## config.mk

```make
export PLATFORM = sky130hd
export DESIGN_NAME = rsp_top
export DESIGN_NICKNAME = d
export VERILOG_FILES = /design/src/rtl/rsp_pkg.sv /design/src/rtl/rsp_mem_if.sv /design/src/rtl/rsp_stack_mem.sv /design/src/rtl/rsp_top.sv
export VERILOG_INCLUDE_DIRS = /design/src /design/src/rtl
export SDC_FILE = /design/constraint.sdc
export NUM_CORES = 1
export LEC_CHECK = 0
export BUFFER_PORTS_ARGS = -buffer_cell sky130_fd_sc_hd__buf_2
export CAP_MARGIN = 20
export CORE_ASPECT_RATIO = 1.25
export CORE_UTILIZATION = 25
export DETAILED_ROUTE_END_ITERATION = 12
export HOLD_SLACK_MARGIN = 0.03
export SYNTH_ARGS = -nofsm -noshare
export SYNTH_HDL_FRONTEND = slang
export SYNTH_SLANG_ARGS = --single-unit
```

## constraint.sdc

```tcl
create_clock -name MCLK -period 3.5 [get_ports MCLK]
set_input_delay 0.7 -clock MCLK [delete_from_list [all_inputs] [get_ports MCLK]]
set_output_delay 0.7 -clock MCLK [all_outputs]
set_load 0.03 [all_outputs]
```

## src/rtl/rsp_params.svh

```systemverilog
// Constants of the return stack pointer unit: widths, offsets, bit positions, reset values
`ifndef RSP_PARAMS_SVH
`define RSP_PARAMS_SVH

`define RSP_PC_W        21
`define RSP_PTR_W       5
`define RSP_DEPTH       31
`define RSP_ADDR_W      4
`define RSP_DATA_W      8

`define RSP_PTR_ZERO    5'h00
`define RSP_PTR_ONE     5'h01
`define RSP_PTR_MAX     5'h1f
`define RSP_PTR_LAST    5'h1e
`define RSP_PC_STEP     2

`define RSP_ADR_PTR     4'h0
`define RSP_ADR_TOP_ENTRY_LOW_BYTE    4'h1
`define RSP_ADR_TOP_ENTRY_HIGH_BYTE    4'h2
`define RSP_ADR_TOP_ENTRY_UPPER_BYTE    4'h3
`define RSP_ADR_CFG     4'h4
`define RSP_ADR_IST     4'h5
`define RSP_ADR_IMSK    4'h6

`define RSP_BIT_FULL    7
`define RSP_BIT_UNF     6
`define RSP_CFG_OVREN   0
`define RSP_CFG_RST     1'b1

`define RSP_EV_FULL     0
`define RSP_EV_UNF      1
`define RSP_EV_OVR      2
`define RSP_EV_W        3

`define RSP_BYTE_LO     0
`define RSP_BYTE_HI     8
`define RSP_BYTE_UP     16

`endif

```

## src/rtl/rsp_pkg.sv

```systemverilog
// Types shared by the return stack pointer unit
`include "rsp_params.svh"
package rsp_pkg;

    typedef logic [`RSP_PTR_W-1:0]  rsp_ptr_t;
    typedef logic [`RSP_DATA_W-1:0] rsp_byte_t;
    typedef logic [`RSP_EV_W-1:0]   rsp_ev_t;

    typedef enum logic [3:0]
    {
        RSP_OP_IDLE = 4'h1,
        RSP_OP_PUSH = 4'h2,
        RSP_OP_POP  = 4'h4,
        RSP_OP_SW   = 4'h8
    } rsp_op_t;

endpackage

```

## src/rtl/rsp_mem_if.sv

```systemverilog
// Port between the pointer control and the stack entry storage
`timescale 1ns/100ps
`include "rsp_params.svh"
interface rsp_mem_if #(
    parameter int PC_W  = `RSP_PC_W,
    parameter int PTR_W = `RSP_PTR_W
);
    logic             wr_en;
    logic [PTR_W-1:0] wr_addr;
    logic [PC_W-1:0]  wr_data;
    logic [PTR_W-1:0] rd_addr;
    logic [PC_W-1:0]  rd_data;

    modport ctrl (output wr_en, output wr_addr, output wr_data, output rd_addr, input rd_data);
    modport mem  (input wr_en, input wr_addr, input wr_data, input rd_addr, output rd_data);
endinterface

```

## src/rtl/rsp_stack_mem.sv

```systemverilog
// Storage for the return stack entries, addressed one through the depth
`timescale 1ns/100ps
`include "rsp_params.svh"
module rsp_stack_mem
    import rsp_pkg::*;
#(
    parameter int PC_W  = `RSP_PC_W,
    parameter int DEPTH = `RSP_DEPTH
)(
    input wire logic clk,
    input wire logic rst,
    rsp_mem_if.mem   m
);
    typedef struct packed
    {
        logic [DEPTH:1][PC_W-1:0] ent;
    } rsp_mem_st_t;

    rsp_mem_st_t st_r;
    rsp_mem_st_t st_nxt;

    // Pointer zero names no entry, so it reads as zero
    assign m.rd_data = (m.rd_addr == `RSP_PTR_ZERO) ? '0 : st_r.ent[m.rd_addr];

    always_comb
    begin
        st_nxt = st_r;
        if (m.wr_en && (m.wr_addr != `RSP_PTR_ZERO))
        begin
            st_nxt.ent[m.wr_addr] = m.wr_data;
        end
    end

    always_ff @(posedge clk)
    begin
        if (rst)
        begin
            st_r <= '0;
        end
        else
        begin
            st_r <= st_nxt;
        end
    end
endmodule

```

## src/rtl/rsp_top.sv

```systemverilog
// Return stack pointer unit: pointer, full and underflow flags, top-entry access, interrupt
//
// Function
// - Pointer holds values zero through thirty-one.
// - Increment before push store, decrement after pop.
// - Any reset forces the pointer to zero.
// - Software reads and overwrites the pointer value.
// - Thirty-first push without pop sets full flag.
// - Reset option: store PC+2, set full, reset.
// - No reset option: pointer sticks at thirty-one.
// - Empty pop returns zero, sets underflow flag.
// - Flags clear only by software or power-on.
// - Underflow return leaves other registers untouched.
// - Push instruction increments and stores current PC.
// - Pop instruction decrements, exposing previous entry.
// - Software writes top entry upper, high, low bytes.
// - Full bit seven, underflow six, five reads zero.
// - Pointer value sits in bits four to zero.
`timescale 1ns/100ps
`include "rsp_params.svh"
module rsp_top
    import rsp_pkg::*;
#(
    parameter int PC_W  = `RSP_PC_W,
    parameter int DEPTH = `RSP_DEPTH
)(
    input  wire logic                   MCLK,
    input  wire logic                   RESET,
    input  wire logic                   DEV_RESET,
    input  wire logic                   PUSH_REQ,
    input  wire logic                   POP_REQ,
    input  wire logic [PC_W-1:0]        PC_IN,
    output logic      [PC_W-1:0]        RET_PC,
    output logic                        RET_VALID,
    output logic                        OVF_RESET_REQ,
    input  wire logic [`RSP_ADDR_W-1:0] ADDR,
    input  wire logic [`RSP_DATA_W-1:0] WDATA,
    input  wire logic                   WR,
    input  wire logic                   RD,
    output logic      [`RSP_DATA_W-1:0] RDATA,
    output logic                        IRQ
);
    typedef struct packed
    {
        rsp_ptr_t        sp;
        logic            full;
        logic            unf;
        logic            ovr_en;
        rsp_ev_t         ist;
        rsp_ev_t         imsk;
        rsp_byte_t       rdata;
        logic [PC_W-1:0] ret_pc;
        logic            ret_valid;
        logic            ovf_req;
        logic            irq;
    } rsp_st_t;

    rsp_st_t         st_r;
    rsp_st_t         st_nxt;
    rsp_op_t         op;
    rsp_ev_t         ev;
    logic            wr_ptr;
    logic            wr_tos;
    logic            rd_ist;
    logic [PC_W-1:0] top_of_stack_entry;
    logic [PC_W-1:0] tos_mod;
    logic            wr_cfg;
    logic            wr_imsk;
    logic            tos_wr_ok;
    rsp_ptr_t        sp_inc;
    rsp_ptr_t        sp_dec;
    rsp_ev_t         ist_keep;
    rsp_byte_t       rd_mux;

    rsp_mem_if #(.PC_W(PC_W), .PTR_W(`RSP_PTR_W)) mem_if ();

    rsp_stack_mem #(
        .PC_W  (PC_W),
        .DEPTH (DEPTH)
    ) u_mem (
        .clk (MCLK),
        .rst (RESET),
        .m   (mem_if)
    );

    assign top_of_stack_entry = mem_if.rd_data;

    // The callers keep the pointer in range, so plain wrap-around arithmetic suffices
    always_comb
    begin
        sp_inc = st_r.sp + `RSP_PTR_ONE;
        sp_dec = st_r.sp - `RSP_PTR_ONE;
    end

    // Each status bit is sticky on its own; a status read clears every bit at once
    for (genvar g = 0; g < `RSP_EV_W; g++)
    begin : g_ist
        assign ist_keep[g] = st_r.ist[g] && !rd_ist;
    end

    // Register bus decode
    always_comb
    begin
        wr_ptr = WR && (ADDR == `RSP_ADR_PTR);
        wr_tos = WR && ((ADDR == `RSP_ADR_TOP_ENTRY_LOW_BYTE) ||
                        (ADDR == `RSP_ADR_TOP_ENTRY_HIGH_BYTE) ||
                        (ADDR == `RSP_ADR_TOP_ENTRY_UPPER_BYTE));
        rd_ist = RD && (ADDR == `RSP_ADR_IST);
        wr_cfg = WR && (ADDR == `RSP_ADR_CFG);
        wr_imsk = WR && (ADDR == `RSP_ADR_IMSK);
        // Pointer zero names no entry, so byte writes there go nowhere
        tos_wr_ok = wr_tos && (st_r.sp != `RSP_PTR_ZERO);
    end

    // Byte merge for software writes into the current top entry
    always_comb
    begin
        tos_mod = top_of_stack_entry;
        case (ADDR)
            `RSP_ADR_TOP_ENTRY_LOW_BYTE:
            begin
                tos_mod[`RSP_BYTE_LO +: `RSP_DATA_W] = WDATA;
            end
            `RSP_ADR_TOP_ENTRY_HIGH_BYTE:
            begin
                tos_mod[`RSP_BYTE_HI +: `RSP_DATA_W] = WDATA;
            end
            `RSP_ADR_TOP_ENTRY_UPPER_BYTE:
            begin
                tos_mod[PC_W-1:`RSP_BYTE_UP] = WDATA[PC_W-1-`RSP_BYTE_UP:0];
            end
            default:
            begin
                tos_mod = top_of_stack_entry;
            end
        endcase
    end

    // Operation select; a pointer or top-entry write in the same cycle drops the core request
    always_comb
    begin
        if (wr_ptr || wr_tos)
        begin
            op = RSP_OP_SW;
        end
        else if (PUSH_REQ)
        begin
            op = RSP_OP_PUSH;
        end
        else if (POP_REQ)
        begin
            op = RSP_OP_POP;
        end
        else
        begin
            op = RSP_OP_IDLE;
        end
    end

    // Read data mux; the register stage below gives the one-cycle read latency
    always_comb
    begin
        rd_mux = '0;
        case (ADDR)
            `RSP_ADR_PTR:
            begin
                rd_mux = {st_r.full, st_r.unf, 1'b0, st_r.sp};
            end
            `RSP_ADR_TOP_ENTRY_LOW_BYTE:
            begin
                rd_mux = top_of_stack_entry[`RSP_BYTE_LO +: `RSP_DATA_W];
            end
            `RSP_ADR_TOP_ENTRY_HIGH_BYTE:
            begin
                rd_mux = top_of_stack_entry[`RSP_BYTE_HI +: `RSP_DATA_W];
            end
            `RSP_ADR_TOP_ENTRY_UPPER_BYTE:
            begin
                rd_mux = `RSP_DATA_W'(top_of_stack_entry[PC_W-1:`RSP_BYTE_UP]);
            end
            `RSP_ADR_CFG:
            begin
                rd_mux = `RSP_DATA_W'(st_r.ovr_en);
            end
            `RSP_ADR_IST:
            begin
                rd_mux = `RSP_DATA_W'(st_r.ist);
            end
            `RSP_ADR_IMSK:
            begin
                rd_mux = `RSP_DATA_W'(st_r.imsk);
            end
            default:
            begin
                rd_mux = '0;
            end
        endcase
    end

    always_comb
    begin
        st_nxt           = st_r;
        st_nxt.ret_valid = 1'b0;
        st_nxt.ovf_req   = 1'b0;
        st_nxt.rdata     = '0;
        ev               = '0;
        mem_if.rd_addr   = st_r.sp;
        mem_if.wr_en     = 1'b0;
        mem_if.wr_addr   = sp_inc;
        mem_if.wr_data   = PC_IN;

        case (op)
            RSP_OP_SW:
            begin
                if (wr_ptr)
                begin
                    st_nxt.sp = WDATA[`RSP_PTR_W-1:0];
                    // Flag bits clear on a written zero; a one leaves them alone
                    if (!WDATA[`RSP_BIT_FULL])
                    begin
                        st_nxt.full = 1'b0;
                    end
                    if (!WDATA[`RSP_BIT_UNF])
                    begin
                        st_nxt.unf = 1'b0;
                    end
                end
                else if (tos_wr_ok)
                begin
                    mem_if.wr_en   = 1'b1;
                    mem_if.wr_addr = st_r.sp;
                    mem_if.wr_data = tos_mod;
                end
            end
            RSP_OP_PUSH:
            begin
                if (st_r.sp == `RSP_PTR_MAX)
                begin
                    // Stack already full: the last entry is kept, pointer stays
                    st_nxt.full = 1'b1;
                    ev[`RSP_EV_FULL] = 1'b1;
                end
                else if (st_r.sp == `RSP_PTR_LAST)
                begin
                    st_nxt.full = 1'b1;
                    ev[`RSP_EV_FULL] = 1'b1;
                    mem_if.wr_en = 1'b1;
                    if (st_r.ovr_en)
                    begin
                        mem_if.wr_data = PC_IN + PC_W'(`RSP_PC_STEP);
                        st_nxt.sp      = `RSP_PTR_ZERO;
                        st_nxt.ovf_req = 1'b1;
                        ev[`RSP_EV_OVR] = 1'b1;
                    end
                    else
                    begin
                        st_nxt.sp = `RSP_PTR_MAX;
                    end
                end
                else
                begin
                    mem_if.wr_en = 1'b1;
                    st_nxt.sp    = sp_inc;
                end
            end
            RSP_OP_POP:
            begin
                st_nxt.ret_valid = 1'b1;
                if (st_r.sp == `RSP_PTR_ZERO)
                begin
                    // Only the return value, the underflow flag and its status bit move; nothing is reset
                    st_nxt.ret_pc = '0;
                    st_nxt.unf    = 1'b1;
                    ev[`RSP_EV_UNF] = 1'b1;
                end
                else
                begin
                    st_nxt.ret_pc = top_of_stack_entry;
                    st_nxt.sp     = sp_dec;
                end
            end
            RSP_OP_IDLE:
            begin
                st_nxt.sp = st_r.sp;
            end
            default:
            begin
                st_nxt.sp = st_r.sp;
            end
        endcase

        // Device reset zeroes the pointer and cancels any entry store or overflow request; the flags survive it
        if (DEV_RESET)
        begin
            st_nxt.sp      = `RSP_PTR_ZERO;
            mem_if.wr_en   = 1'b0;
            st_nxt.ovf_req = 1'b0;
            // The device is already resetting, so no overflow event is raised
            ev[`RSP_EV_OVR] = 1'b0;
        end

        if (wr_cfg)
        begin
            st_nxt.ovr_en = WDATA[`RSP_CFG_OVREN];
        end
        if (wr_imsk)
        begin
            st_nxt.imsk = WDATA[`RSP_EV_W-1:0];
        end

        // An event in the same cycle as a clearing read survives it
        st_nxt.ist = ist_keep | ev;

        // Idle cycles return zero so a stale value never passes for an answer
        if (RD)
        begin
            st_nxt.rdata = rd_mux;
        end

        st_nxt.irq = |(st_nxt.ist & st_nxt.imsk);
    end

    always_ff @(posedge MCLK)
    begin
        if (RESET)
        begin
            st_r        <= '0;
            // Overflow reset comes up enabled, as software expects by default
            st_r.ovr_en <= `RSP_CFG_RST;
        end
        else
        begin
            st_r <= st_nxt;
        end
    end

    assign RET_PC        = st_r.ret_pc;
    assign RET_VALID     = st_r.ret_valid;
    assign OVF_RESET_REQ = st_r.ovf_req;
    assign RDATA         = st_r.rdata;
    assign IRQ           = st_r.irq;
endmodule

```

==> results.ini <==
[sta]
grt_setup_unrepaired=false
fmax_mhz=287
slew_viol_final=0
skew_ns=0.0289
timing.final.crit_share_pct=99.6
tightestPinTransition_ns=1.01
setup-violations-final=0
max_slew_margin_vs_limit_pct=32.7
fin_ws_ns=0.0145
finalWorstPathRequiredPeriod_ns=3.49
worst_hold_slack_ns=0.351
final-hold-violation-count=0

[finish]
finish.net_count=3506
multi_input_comb_area_sq_mm=0.0147
layout-area-overhead-vs-synth_pct=18.7
layout.cell_area.non_filler_sq_mm=0.0363
ff_latch_area_sq_mm=0.0140
fin_util_pct=29.9
post_route_cells_drive_above_1_share_pct=17.2
num-fill-cells=12681

[synthesis]
ys_seq_elements=697
total_nets_after_synthesis=3454
postSynthAreaPerCell_sq_um=8.96
netlist.area_leader.share_pct=45.7
ys.flop_type=sky130_fd_sc_hd__dfxtp_1
async_reset_ff_share_pct=0
syn_std_cell_area_sq_mm=0.0305
yosysMostFrequentCell=sky130_fd_sc_hd__dfxtp_1
synth.lib_cells_used.distinct=84
netlist_top_cells_area=sky130_fd_sc_hd__dfxtp_1, sky130_fd_sc_hd__o21ai_0, sky130_fd_sc_hd__nand3_1
seq_area_frac_synth_pct=45.7
synth_cells=3408
synth_warnings=0
synth_edf_count=0
synth_top_cells_by_count=sky130_fd_sc_hd__dfxtp_1, sky130_fd_sc_hd__o21ai_0, sky130_fd_sc_hd__nand3_1
largest_area_contributor_in_the_synthesized_netlist=sky130_fd_sc_hd__dfxtp_1

[die]
pin_count=72
start_util_pct=25.2
fp.dieH_um=393
fp.dieW_um=315
floorplan.die_area_sq_mm=0.124
core-area_sq_mm=0.121
placement_rows=143

[routing]
routed_wire_per_std_cell_um=21.5
met1Wirelength_mm=44.2
wl_met2_mm=52.0
drc=0
via_count_normalized_by_instance_count=5.24
routed_via_count=26796
drt-initial-drc-count=2431
routed.top_layer=met4
wirelength_mm=110
dr.pass1.iters=8
final_antenna_net_count=0
total_length_of_routed_met3_wires_mm=6.93

[power]
switchingPower_mw=4.37
seq_power_share_pct=46.4
vdd_drop_max_mv=0.410
combPwrFrac_pct=8.7
clkPwrFrac_pct=45.0
power.switching_fraction_pct=25.3
design_power_total_mw=17.3
power_density_mw_per_mm2=477
p_int_mw=12.9
leakage_nw=12.4

[global_routing]
grt_antenna_before_repair=2
grt_pass1_vias=25432
grt_pass1_wl_mm=164
grt_max_degree=137
grtUsageTotal_pct=17.4
gr-total-overflow=0

[clock_network]
cts_max_path_buffers=3
cts-buffers-inserted=70
total_setup_buffers_inserted_after_cts=0
clock_tree_sinks=697
clockRootBuffer=sky130_fd_sc_hd__clkbuf_16
clk-insertion-delay-late_ns=0.64
post_cts_hold_buffer_count=0
cts.htree.levels=3
cts.reportedPaths.clkPinSlew_ns=0.07
cts_tree=built

[setup_path]
r2r.worst_path.cells=10
path_max_fanout=31
worst-setup-path-type=flop to flop
worst-endpoint-required_ns=4.00
start_kind=flop
cp.arrival_ns=3.99
setup.worst_path.end_class=flop

[place]
dp_hpwl_mm=76.1
port_buffers=71
dp_worst_setup_slack_ns=-0.0952
placed_area_sq_mm=0.0339
routabilityCongestion=0.970

[outcome]
result_of_the_run=finished, final reports clean

[worst_hold_path]
hp-class=input port to flop
worstHoldPathCells=2

[job]
max_cap_viol_count=0

-- placed cells by master (no fill, tap or decap), types with 17 or more instances in the layout --
master and n:
sky130_fd_sc_hd__a211oi_1 37, sky130_fd_sc_hd__a21oi_1 52, sky130_fd_sc_hd__a221oi_1 19, sky130_fd_sc_hd__a22oi_1 17
sky130_fd_sc_hd__and3_1 30, sky130_fd_sc_hd__buf_12 63, sky130_fd_sc_hd__buf_2 70, sky130_fd_sc_hd__buf_4 204
sky130_fd_sc_hd__clkbuf_16 72, sky130_fd_sc_hd__dfxtp_1 694, sky130_fd_sc_hd__mux2_2 23, sky130_fd_sc_hd__mux2i_1 185
sky130_fd_sc_hd__mux4_2 64, sky130_fd_sc_hd__nand2_1 235, sky130_fd_sc_hd__nand3_1 477, sky130_fd_sc_hd__nor2_1 229
sky130_fd_sc_hd__nor3_1 56, sky130_fd_sc_hd__o21ai_0 510, sky130_fd_sc_hd__o21ai_2 32, sky130_fd_sc_hd__o21bai_1 17
sky130_fd_sc_hd__o22ai_1 130
-- metrics by stage --
step                      std cells  TNS [ns]
after floorplan                3408         0
after global placement         4983    -20.12
after detailed placement       4984     -2.94
after CTS                      5108         0
after global routing           5108         0
final                          5110         0
-- routing by layer --
layer,vias up,GRT usage [%]
li1,12489,-
met1,13011,21.0
met2,997,28.9
met3,299,2.33
met4,0,11.3
met5,-,0
-- final cells by class --
class	instances	area share (%)
timing repair buffer	339	8.73
sequential	697	38.5
inverter	10	0.124
clock inverter	31	1.07
multi-input combinational	2342	40.6
clock buffer	93	5.46
tap	1595	5.50
antenna	3	0.0207
-- state kept, by name, summed over array words and instances, names as in the netlist --
register / flops
RET_PC: 21
RDATA: 8
u_mem.st_r: 651
OVF_RESET_REQ: 1
RET_VALID: 1
mem_if.rd_addr: 5
st_r: 9
IRQ: 1
-- path summary, 6_finish.rpt --
path / startpoint / end / slack, ns
worst min-delay path: DEV_RESET / mem_if.rd_addr[4] / 0.35
worst min register to register: RET_PC[2] / RET_PC[2] / 0.45
worst max register to register: mem_if.rd_addr[0] / u_mem.st_r[39] / 0.01
worst max-delay path: mem_if.rd_addr[0] / u_mem.st_r[39] / 0.01
-- cells by family after synthesis --
family | synth area share [%]
muxes | 11.8
DFF | 45.7
adders and majority gates | 0.246
AOI/OAI and AO/OA | 18.1
xor gates and xnor gates | 0.143
and+or+nand+nor | 17.7
buffers and inverters | 6.40
-- power by group through the flow --
stage | Clock (mW) | Combinational [mW] | Sequential [mW]
2_1_floorplan | 0 | 0.861 | 8.19
5_1_grt | 8.23 | 1.55 | 8.03
3_3_place_gp | 0 | 1.46 | 8.20
3_5_place_dp | 0 | 1.47 | 8.20
4_1_cts | 7.89 | 1.47 | 8.03
6_report | 7.78 | 1.50 | 8.03
-- worst max-delay path, stage by stage, from the launching register on --
cell and delay [ns]:
sky130_fd_sc_hd__dfxtp_4 0.40, sky130_fd_sc_hd__buf_12 0.17, sky130_fd_sc_hd__buf_12 0.27, sky130_fd_sc_hd__mux4_2 0.53, sky130_fd_sc_hd__o21ai_0 0.66, sky130_fd_sc_hd__and4b_1 0.31
sky130_fd_sc_hd__buf_4 0.19, sky130_fd_sc_hd__nand3_1 0.18, sky130_fd_sc_hd__o211ai_1 0.19, sky130_fd_sc_hd__buf_12 0.23, sky130_fd_sc_hd__o21ai_0 0.13
-- what timing repair did --
item	in CTS	in global routing
resized for setup	1	5
setup endpoints to repair	31	65
cloned	0	0
Note: power is estimated with default switching activity, not from simulation.
